## config.mk

```make
export PLATFORM = sky130hd
export DESIGN_NAME = smb_mode_burst
export DESIGN_NICKNAME = d
export VERILOG_FILES = /design/src/rtl/smb_pkg.sv /design/src/rtl/smb_fifo.sv /design/src/rtl/smb_mode_burst.sv
export SDC_FILE = /design/constraint.sdc
export NUM_CORES = 1
export LEC_CHECK = 0
export BUFFER_PORTS_ARGS = -buffer_cell sky130_fd_sc_hd__buf_4
export CAP_MARGIN = 25
export CORE_MARGIN = 1
export CORE_UTILIZATION = 60
export CTS_CLUSTER_DIAMETER = 50
export DETAILED_ROUTE_END_ITERATION = 10
export PLACE_DENSITY = 0.91
export SLEW_MARGIN = 25
export SYNTH_ARGS = -nofsm -noshare
export SYNTH_HDL_FRONTEND = slang
export SYNTH_HIERARCHICAL = 1
export SYNTH_SLANG_ARGS = --single-unit
```

## constraint.sdc

```tcl
create_clock -name clock_in -period 4.95 [get_ports clock_in]
set_input_delay 0.99 -clock clock_in [delete_from_list [all_inputs] [get_ports clock_in]]
set_output_delay 0.99 -clock clock_in [all_outputs]
set_load 0.05 [all_outputs]
```

## src/rtl/smb_pkg.sv

```systemverilog
// package of constants and types for the mode and burst order logic
package smb_pkg;

  // ----------------------------------------------------------------
  // command pin encodings and widths
  // ----------------------------------------------------------------
  localparam int ADDR_W = 14;                 // address pins a0..a13
  localparam int DATA_W = 8;                  // data pins per beat
  localparam int BEATS = 8;                   // beats in a full burst
  localparam int FIFO_DEPTH = 8;              // write beat buffer depth
  localparam logic [2:0] BANK_FIRST_MR = 3'h0;  // bank code of the first mode register
  localparam logic [2:0] BANK_SECOND_MR = 3'h1; // bank code, bank_bit_zero high

  // ----------------------------------------------------------------
  // first mode register field positions
  // ----------------------------------------------------------------
  localparam int MR0_BL_LSB = 0;              // burst length field a0..a1
  localparam int MR0_BT_BIT = 3;              // burst type, 1 = interleaved
  localparam int MR0_DLL_RST_BIT = 8;         // self-clearing dll reset
  localparam int MR0_WR_LSB = 9;              // write recovery a9..a11
  localparam int MR0_PD_FAST_BIT = 12;        // precharge power-down fast exit

  // burst length field codes
  localparam logic [1:0] BL_FIXED_EIGHT = 2'h0; // burst_eight_beats always
  localparam logic [1:0] BL_ON_THE_FLY = 2'h1;  // chosen by burst_chop_n
  localparam logic [1:0] BL_FIXED_CHOP = 2'h2;  // burst_chop_four always

  // ----------------------------------------------------------------
  // second mode register field positions
  // ----------------------------------------------------------------
  localparam int MR1_DLL_DIS_BIT = 0;         // 0 = dll enabled
  localparam int MR1_DRV_LO_BIT = 1;          // drive strength low bit
  localparam int MR1_DRV_HI_BIT = 5;          // drive strength high bit
  localparam int MR1_WLVL_BIT = 7;            // write leveling enable
  localparam int MR1_QOFF_BIT = 12;           // output disconnect

  // reset values of both registers
  localparam logic [ADDR_W-1:0] MR0_RESET = 14'h0000;
  localparam logic [ADDR_W-1:0] MR1_RESET = 14'h0000;

  // ----------------------------------------------------------------
  // timing: internal write start after a write command
  // ----------------------------------------------------------------
  localparam int CLK_PERIOD_PS = 4000;        // 250 MHz clock
  localparam int WR_START_PS = 24000;         // eight-beat internal write start
  localparam int WR_PULL_IN = 2;              // fixed chop starts this much earlier
  localparam int WR_START_CYC = (WR_START_PS + CLK_PERIOD_PS - 1) / CLK_PERIOD_PS;
  localparam logic [3:0] WR_START_EIGHT = 4'(WR_START_CYC);
  localparam logic [3:0] WR_START_CHOP = 4'(WR_START_CYC - WR_PULL_IN);

  // burst engine states, gray along idle -> read and idle -> write
  typedef enum logic [1:0] {
    SMB_IDLE = 2'b00,
    SMB_READ = 2'b01,
    SMB_WRITE = 2'b10
  } smb_state_t;

endpackage : smb_pkg

```

## src/rtl/smb_fifo.sv

```systemverilog
// small synchronous fifo with valid and ready on both sides
`timescale 1ns/1ps
`default_nettype none
module smb_fifo #(
  parameter int WIDTH = 8,
  parameter int DEPTH = 8
) (
  input wire logic clock_in,
  input wire logic rst_in,
  input wire logic [WIDTH-1:0] in_data_in,
  input wire logic in_valid_in,
  output logic in_ready_out,
  output logic [WIDTH-1:0] out_data_out,
  output logic out_valid_out,
  input wire logic out_ready_in
);
  localparam int AW = $clog2(DEPTH);

  // ----------------------------------------------------------------
  // storage and pointers
  // ----------------------------------------------------------------
  logic [WIDTH-1:0] mem_ff [DEPTH];           // word storage
  logic [AW-1:0] wr_ptr_ff, nxt_wr_ptr;       // fill pointer
  logic [AW-1:0] rd_ptr_ff, nxt_rd_ptr;       // drain pointer
  logic [AW:0] count_ff, nxt_count;           // words held
  logic push, pop;

  // honest full and empty from the word count
  assign in_ready_out = (count_ff != (AW+1)'(DEPTH));
  assign out_valid_out = (count_ff != '0);
  assign out_data_out = mem_ff[rd_ptr_ff];

  // next pointer values
  always_comb begin
    push = in_valid_in && in_ready_out;
    pop = out_valid_out && out_ready_in;
    nxt_wr_ptr = push ? AW'((wr_ptr_ff + 1'b1) % DEPTH) : wr_ptr_ff;
    nxt_rd_ptr = pop ? AW'((rd_ptr_ff + 1'b1) % DEPTH) : rd_ptr_ff;
    nxt_count = count_ff + (AW+1)'(push) - (AW+1)'(pop);
  end

  // pointer registers
  always_ff @(posedge clock_in or posedge rst_in) begin
    if (rst_in) begin
      wr_ptr_ff <= '0;
      rd_ptr_ff <= '0;
      count_ff <= '0;
    end else begin
      wr_ptr_ff <= nxt_wr_ptr;
      rd_ptr_ff <= nxt_rd_ptr;
      count_ff <= nxt_count;
    end
  end

  // storage write, no reset needed on data
  always_ff @(posedge clock_in) begin
    if (push) begin
      mem_ff[wr_ptr_ff] <= in_data_in;
    end
  end
endmodule : smb_fifo
`default_nettype wire

```

## src/rtl/smb_mode_burst.sv

```systemverilog
// mode registers, burst ordering and data beat engine of the dram
`timescale 1ns/1ps
`default_nettype none
module smb_mode_burst
  import smb_pkg::*;
(
  input wire logic clock_in,
  input wire logic rst_in,
  input wire logic cs_n_in,                   // chip select, active low
  input wire logic ras_n_in,                  // row strobe, active low
  input wire logic cas_n_in,                  // column strobe, active low
  input wire logic we_n_in,                   // write enable, active low
  input wire logic [2:0] bank_in,             // bank address pins
  input wire logic [ADDR_W-1:0] addr_in,      // address pins
  input wire logic self_refresh_in,           // device is in self-refresh
  input wire logic precharge_pd_in,           // device is in precharge power-down
  input wire logic [DATA_W-1:0] wr_data_in,   // write beat from the data pins
  input wire logic wr_valid_in,               // write beat present
  output logic wr_ready_out,                  // write beat buffer has room
  output logic [DATA_W-1:0] dq_out,           // read data beat
  output logic dq_oe_out,                     // data drivers on
  output logic dqs_out,                       // read strobe level
  output logic dqs_oe_out,                    // strobe drivers on
  output logic [2:0] beat_col_out,            // column of the current beat
  output logic interleaved_out,               // burst type in use
  output logic [1:0] burst_len_sel_out,       // burst length field
  output logic dll_reset_pulse_out,           // dll reset carried out
  output logic dll_running_out,               // dll clock is active
  output logic [2:0] write_recovery_out,      // write recovery field
  output logic pd_fast_exit_out,              // fast power-down exit selected
  output logic [1:0] drive_strength_out,      // output impedance select
  output logic write_leveling_out,            // write leveling mode on
  output logic outputs_off_out,               // output drivers disconnected
  output logic internal_write_start_out       // internal write begins
);

  // ----------------------------------------------------------------
  // command decode and burst order helpers
  // ----------------------------------------------------------------

  // true for a mode register set aimed at the given bank code
  function automatic logic is_mrs(input logic cs_n, input logic ras_n, input logic cas_n,
                                  input logic we_n, input logic [2:0] bank,
                                  input logic [2:0] code);
    is_mrs = !cs_n && !ras_n && !cas_n && !we_n && (bank == code);
  endfunction : is_mrs

  // column of beat idx for a given start column and burst type
  function automatic logic [2:0] beat_col(input logic [2:0] start, input logic [2:0] idx,
                                          input logic ilv);
    if (ilv) begin
      beat_col = start ^ idx;
    end else begin
      beat_col = {start[2] ^ idx[2], 2'(start[1:0] + idx[1:0])};
    end
  endfunction : beat_col

  // ----------------------------------------------------------------
  // state declarations
  // ----------------------------------------------------------------
  logic [ADDR_W-1:0] mr0_ff, nxt_mr0;         // first_mode_register
  logic [ADDR_W-1:0] mr1_ff, nxt_mr1;         // second_mode_register
  logic dll_pulse_ff, nxt_dll_pulse;          // dll reset carried out
  smb_state_t state_ff, nxt_state;            // burst engine state
  logic [2:0] beat_ff, nxt_beat;              // beat index in burst
  logic [2:0] start_ff, nxt_start;            // start column of burst
  logic chop_ff, nxt_chop;                    // current burst is chopped
  logic ilv_ff, nxt_ilv;                      // interleaved for this burst
  logic [3:0] wr_cnt_ff, nxt_wr_cnt;          // cycles to internal write
  logic [DATA_W-1:0] dq_ff, nxt_dq;           // registered read data
  logic dq_oe_ff, nxt_dq_oe;                  // registered data enable
  logic dqs_ff, nxt_dqs;                      // registered strobe level
  logic [2:0] col_ff, nxt_col;                // registered beat column
  logic iws_ff, nxt_iws;                      // internal write start pulse
  logic [DATA_W-1:0] line_ff [BEATS];         // one burst of stored data

  // write side of the stored line
  logic line_we;
  logic [2:0] line_addr;

  // fifo drain side
  logic [DATA_W-1:0] fifo_data;
  logic fifo_valid;
  logic fifo_pop;

  // decoded commands
  logic cmd_mrs0, cmd_mrs1, cmd_read, cmd_write, cmd_chop;

  // ----------------------------------------------------------------
  // write beat buffer
  // ----------------------------------------------------------------
  smb_fifo #(
    .WIDTH(DATA_W),
    .DEPTH(FIFO_DEPTH)
  ) u_wr_fifo (
    .clock_in(clock_in),
    .rst_in(rst_in),
    .in_data_in(wr_data_in),
    .in_valid_in(wr_valid_in),
    .in_ready_out(wr_ready_out),
    .out_data_out(fifo_data),
    .out_valid_out(fifo_valid),
    .out_ready_in(fifo_pop)
  );

  // ----------------------------------------------------------------
  // command decode
  // ----------------------------------------------------------------
  always_comb begin
    cmd_mrs0 = is_mrs(cs_n_in, ras_n_in, cas_n_in, we_n_in, bank_in, BANK_FIRST_MR);
    cmd_mrs1 = is_mrs(cs_n_in, ras_n_in, cas_n_in, we_n_in, bank_in, BANK_SECOND_MR);
    cmd_read = !cs_n_in && ras_n_in && !cas_n_in && we_n_in;
    cmd_write = !cs_n_in && ras_n_in && !cas_n_in && !we_n_in;
    // length choice per command
    case (mr0_ff[MR0_BL_LSB +: 2])
      BL_FIXED_CHOP: cmd_chop = 1'b1;
      BL_ON_THE_FLY: cmd_chop = !addr_in[12];
      default: cmd_chop = 1'b0;
    endcase
  end

  // ----------------------------------------------------------------
  // mode registers and dll reset
  // ----------------------------------------------------------------

  // load on set commands, dll reset bit self-clears a cycle later
  always_comb begin
    nxt_mr0 = mr0_ff;
    nxt_mr1 = mr1_ff;
    nxt_dll_pulse = 1'b0;
    if (mr0_ff[MR0_DLL_RST_BIT]) begin
      nxt_mr0[MR0_DLL_RST_BIT] = 1'b0;
      nxt_dll_pulse = 1'b1;
    end
    if (cmd_mrs0) begin
      nxt_mr0 = addr_in;
    end
    if (cmd_mrs1) begin
      nxt_mr1 = addr_in;
    end
  end

  // mode register flops
  always_ff @(posedge clock_in or posedge rst_in) begin
    if (rst_in) begin
      mr0_ff <= MR0_RESET;
      mr1_ff <= MR1_RESET;
      dll_pulse_ff <= 1'b0;
    end else begin
      mr0_ff <= nxt_mr0;
      mr1_ff <= nxt_mr1;
      dll_pulse_ff <= nxt_dll_pulse;
    end
  end

  // ----------------------------------------------------------------
  // burst engine
  // ----------------------------------------------------------------

  // sequences read beats from the line and write beats into it
  always_comb begin
    nxt_state = state_ff;
    nxt_beat = beat_ff;
    nxt_start = start_ff;
    nxt_chop = chop_ff;
    nxt_ilv = ilv_ff;
    nxt_dq = dq_ff;
    nxt_dq_oe = 1'b0;
    nxt_dqs = 1'b0;
    nxt_col = col_ff;
    nxt_wr_cnt = wr_cnt_ff;
    nxt_iws = 1'b0;
    fifo_pop = 1'b0;
    line_we = 1'b0;
    line_addr = 3'h0;
    // internal write timer runs beside the engine
    if (wr_cnt_ff != 4'h0) begin
      nxt_wr_cnt = wr_cnt_ff - 4'h1;
      nxt_iws = (wr_cnt_ff == 4'h1);
    end
    case (state_ff)
      SMB_IDLE: begin
        if (cmd_read) begin
          nxt_state = SMB_READ;
          nxt_beat = 3'h0;
          nxt_start = addr_in[2:0];
          nxt_chop = cmd_chop;
          nxt_ilv = mr0_ff[MR0_BT_BIT];
        end else if (cmd_write) begin
          nxt_state = SMB_WRITE;
          nxt_beat = 3'h0;
          // chopped writes keep only a2, eight-beat writes none
          nxt_start = cmd_chop ? {addr_in[2], 2'b00} : 3'h0;
          nxt_chop = cmd_chop;
          // only fixed chop pulls the internal write in
          if (mr0_ff[MR0_BL_LSB +: 2] == BL_FIXED_CHOP) begin
            nxt_wr_cnt = WR_START_CHOP;
          end else begin
            nxt_wr_cnt = WR_START_EIGHT;
          end
        end
      end
      SMB_READ: begin
        nxt_col = beat_col(start_ff, beat_ff, ilv_ff);
        nxt_dq = line_ff[nxt_col];
        nxt_dqs = !beat_ff[0];
        // chop leaves the last four slots undriven
        nxt_dq_oe = !(chop_ff && beat_ff[2]) && !mr1_ff[MR1_QOFF_BIT];
        nxt_beat = beat_ff + 3'h1;
        if (beat_ff == 3'h7) begin
          nxt_state = SMB_IDLE;
        end
      end
      SMB_WRITE: begin
        // each beat waits for the buffer, so the buffer drains
        fifo_pop = 1'b1;
        if (fifo_valid) begin
          line_addr = start_ff + {1'b0, beat_ff[1:0]};
          if (chop_ff) begin
            line_addr = {start_ff[2], beat_ff[1:0]};
          end else begin
            line_addr = beat_ff;
          end
          // last four chopped beats are dropped
          line_we = !(chop_ff && beat_ff[2]);
          nxt_col = line_addr;
          nxt_beat = beat_ff + 3'h1;
          if (beat_ff == 3'h7) begin
            nxt_state = SMB_IDLE;
          end
        end
      end
      default: begin
        nxt_state = SMB_IDLE;
      end
    endcase
  end

  // burst engine flops
  always_ff @(posedge clock_in or posedge rst_in) begin
    if (rst_in) begin
      state_ff <= SMB_IDLE;
      beat_ff <= 3'h0;
      start_ff <= 3'h0;
      chop_ff <= 1'b0;
      ilv_ff <= 1'b0;
      dq_ff <= '0;
      dq_oe_ff <= 1'b0;
      dqs_ff <= 1'b0;
      col_ff <= 3'h0;
      wr_cnt_ff <= 4'h0;
      iws_ff <= 1'b0;
    end else begin
      state_ff <= nxt_state;
      beat_ff <= nxt_beat;
      start_ff <= nxt_start;
      chop_ff <= nxt_chop;
      ilv_ff <= nxt_ilv;
      dq_ff <= nxt_dq;
      dq_oe_ff <= nxt_dq_oe;
      dqs_ff <= nxt_dqs;
      col_ff <= nxt_col;
      wr_cnt_ff <= nxt_wr_cnt;
      iws_ff <= nxt_iws;
    end
  end

  // stored burst line, cleared at reset so reads are defined
  always_ff @(posedge clock_in or posedge rst_in) begin
    if (rst_in) begin
      for (int i = 0; i < BEATS; i++) begin
        line_ff[i] <= '0;
      end
    end else if (line_we) begin
      line_ff[line_addr] <= fifo_data;
    end
  end

  // ----------------------------------------------------------------
  // outputs
  // ----------------------------------------------------------------
  assign dq_out = dq_ff;
  assign dq_oe_out = dq_oe_ff;
  assign dqs_out = dqs_ff;
  assign dqs_oe_out = dq_oe_ff;
  assign beat_col_out = col_ff;
  assign interleaved_out = mr0_ff[MR0_BT_BIT];
  assign burst_len_sel_out = mr0_ff[MR0_BL_LSB +: 2];
  assign dll_reset_pulse_out = dll_pulse_ff;
  assign write_recovery_out = mr0_ff[MR0_WR_LSB +: 3];
  assign pd_fast_exit_out = mr0_ff[MR0_PD_FAST_BIT];
  assign drive_strength_out = {mr1_ff[MR1_DRV_HI_BIT], mr1_ff[MR1_DRV_LO_BIT]};
  assign write_leveling_out = mr1_ff[MR1_WLVL_BIT];
  assign outputs_off_out = mr1_ff[MR1_QOFF_BIT];
  assign internal_write_start_out = iws_ff;

  // dll runs when enabled, stops in self-refresh and in slow-exit power-down
  assign dll_running_out = !mr1_ff[MR1_DLL_DIS_BIT] && !self_refresh_in
                           && !(precharge_pd_in && !mr0_ff[MR0_PD_FAST_BIT]);

endmodule : smb_mode_burst
`default_nettype wire

```

==> run summary <==
sequential standard cell area: 4820 um2
syn nets: 583
slew margin rel.: 39.4%
setup slack after layout: 2.18 ns
vias post-DR: 4,605
via/cell ratio: 5.94
Buffers & Inverters on Critical Path: 2
gpl congestion: 0.785
Finish-stage setup viols: 0
area share of the largest cell type after synthesis: 36.5%
pin count of the biggest net entering global routing: 76
crit-path max cell delay: 0.51 ns
max-slew violations: 0
synthesis-stage register bit count: 180
DR WL/cell: 20.3 um
Hold Vio Cnt, Final: 0
critical-path maximum fanout: 5
Avg Inst Size Synth: 15.0 um2
DIE WIDTH: 117 um
Syn Inst Count: 529
asr flop ratio synth: 64.4%
Starting Density: 62.2%
worst hold slack: 0.365 ns
drt pass-1 iters: 8
R2R Setup Slk: 2.31 ns
Skew-Pair Late Insertion Delay: 0.43 ns
first-pass GRT wire length: 24,200 um
Antenna Cells: 0
DR WL met2: 8290 um
DRC Markers: 0
critical path data arrival time: 1.78 ns
WL final: 15,700 um
Reg2Reg Launch Point: u_wr_fifo/count_ff[2]
register area share after synthesis: 60.7%
worst slew pin tran: 0.906 ns
RR Endpoint: u_wr_fifo/count_ff[2]
Synth top cells by count: dfrtp_1, mux2_2, edfxtp_1, mux2i_1, nor2_1
Power Density: 683 nW/um2
setup TNS: 0 ns
Leak: 3.95 nW
Final Power: 0.00624 W
met1 WL: 6450 um
Filler cells: 781
GRT Total Usage: 24.4%
yosys warns: 6
worst-case clock buffer depth: 2
Root Driver: clkbuf_16
VDD IR max: 0.000348 V
fmax: 361 MHz
largest area contributor in the netlist: dfrtp_1
status: complete, no violations
most area-consuming cells after synthesis: dfrtp_1, edfxtp_1, mux2_2
htree depth: 4
Core ar.: 12,800 um2
EDFF count, synth: 64
NumNets Final: 645
FF-to-FF path depth: 10
I/O pin cnt: 63
met3 WL: 724 um
full die area: 13,700 um2
TritonCTS Buffers: 17
Hold Buf Count CTS: 0
initial detailed-routing violation count: 260
# port buffers: 59
post-CTS setup buffers: 0
dominant cell by count in the synthesized netlist: dfrtp_1
hold depth: 0
DP Wirelength: 10,300 um
Critical Path End Type: output pin
Post-synth top flop: dfrtp_1
initial antenna violation count: 0
vias in the first global route: 4,800
Hold Crit Class: reg -> reg
CTS tree: yes
# rows: 41
CP delay by family, top: simple AND/OR/NAND/NOR gates
top layer reached by signal wires: met4
worst path required time: 3.96 ns
Distinct cells, synth: 44
# resized after CTS: 0
Syn Std Cell Area: 7950 um2
RSZ-0062 raised after global routing: no
clk sinks: 180
max-cap violation count: 0
die height: 117 um
Worst Setup SP: u_wr_fifo/count_ff[2]
overflow left after global routing: 0
layout cells sized above 1: 31.0%
crit-path cells: inv_1, ha_1, or3b_2, buf_4
Antenna Nets Post-Route: 0
CP Class: reg -> out
area of the multi-input gates: 2910 um2
Area Overhead vs Synth: 15.0%
Hold Crit Endpoint: dll_reset_pulse_out
Max stage delay cell, worst path: or3b_2
fin crit share: 56.0%
min-delay src: mr0_ff[8]
crit start category: flip-flop
Finished Core Util: 71.6%
Worst Skew: 0.00630 ns
Tmin final: 2.77 ns
clock transition at the registers of the reported paths: 0.06 ns
post-place setup slack: 2.32 ns
## cell type report
cell class / instances / area share (%)
Clock inverter: 12 / 1.78
Multi-Input combinational cell: 305 / 31.8
Sequential cell: 180 / 52.8
Timing Repair Buffer: 64 / 5.48
Tap cell: 172 / 2.35
Clock buffer: 19 / 4.85
Inverter: 23 / 0.972
## report_power, final
part / total (W) / switching (W) / internal, W / leakage [nW]
registers: 0.00239 / 0.000353 / 0.00203 / 2.05
logic: 0.00247 / 0.00135 / 0.00112 / 1.60
clock network: 0.00138 / 0.000531 / 0.000847 / 0.293
total: 0.00624 / 0.00224 / 0.00400 / 3.95
## cell families after synthesis
family	Yosys count	share of synthesized area (%)
fa+ha+maj	20	3.24
flops	180	60.7
simple gates	85	5.30
buf+inv	44	2.77
mux	139	22.1
xor+xnor	11	1.54
compound gates	50	4.33
## registers in the layout (all words and copies together) (netlist names)
| signal | count |
|---|---|
| dll_reset_pulse_out | 1 |
| dq_out | 8 |
| wr_cnt_ff | 4 |
| start_ff | 3 |
| u_wr_fifo/mem_ff | 64 |
| internal_write_start_out | 1 |
| beat_col_out | 3 |
| ilv_ff | 1 |
| dq_oe_out | 1 |
| dqs_out | 1 |
| chop_ff | 1 |
| u_wr_fifo/wr_ptr_ff | 3 |
| beat_ff | 3 |
| state_ff | 2 |
| line_ff | 64 |
| mr0_ff | 8 |
| u_wr_fifo/count_ff | 4 |
| mr1_ff | 5 |
| u_wr_fifo/rd_ptr_ff | 3 |
## worst reg2reg max path, stage by stage, from the launching register on
cell and delay (ns):
dfrtp_1 0.36, inv_1 0.10, ha_1 0.18, or3b_2 0.58, nand2_1 0.18, inv_1 0.06
ha_1 0.26, inv_1 0.04, ha_1 0.21, fa_1 0.40, xor2_1 0.16
## layout by cell type, fill, tap and decap left out, types with 3 or more instances in the layout
master / count
xor2_1: 3
o22ai_1: 3
nor2_2: 3
nor3_1: 3
clkinv_2: 4
mux2_2: 86
clkbuf_16: 17
mux2i_1: 37
ha_1: 19
a21oi_1: 6
mux4_1: 16
buf_4: 63
inv_1: 22
edfxtp_1: 64
bufinv_16: 4
nor2_1: 26
nand4_1: 3
nand3_1: 7
and2_1: 3
o21ai_0: 9
a22oi_1: 16
xnor2_1: 6
dfrtp_1: 116
nand2b_1: 4
a31o_1: 8
nand2_1: 18
nor2b_1: 10
## through the flow
stage,instances,instance area [um2]
global placement,743,8510
floorplan,529,7950
finish,775,9140
CTS,774,9110
detailed placement,743,8510
global route,775,9140
## worst max-delay path by stage
stage / slack [ns] / endpoint / depth (start not counted)
floorplan: 1.17 / beat_col_out[0] / 1
global placement: 2.42 / dll_running_out / 3
detailed placement: 2.32 / mr0_ff[11] / 5
CTS: 2.17 / wr_ready_out / 4
global route: 2.11 / wr_ready_out / 4
finish: 2.18 / wr_ready_out / 4
## routing by layer
metal / vias to the layer above / GRT usage, %
met5: - / 0
met4: 0 / 9.28
met3: 26 / 5.51
met2: 146 / 43.0
met1: 2352 / 29.5
li1: 2081 / -
No activity file was read; power rests on OpenSTA's default activity.
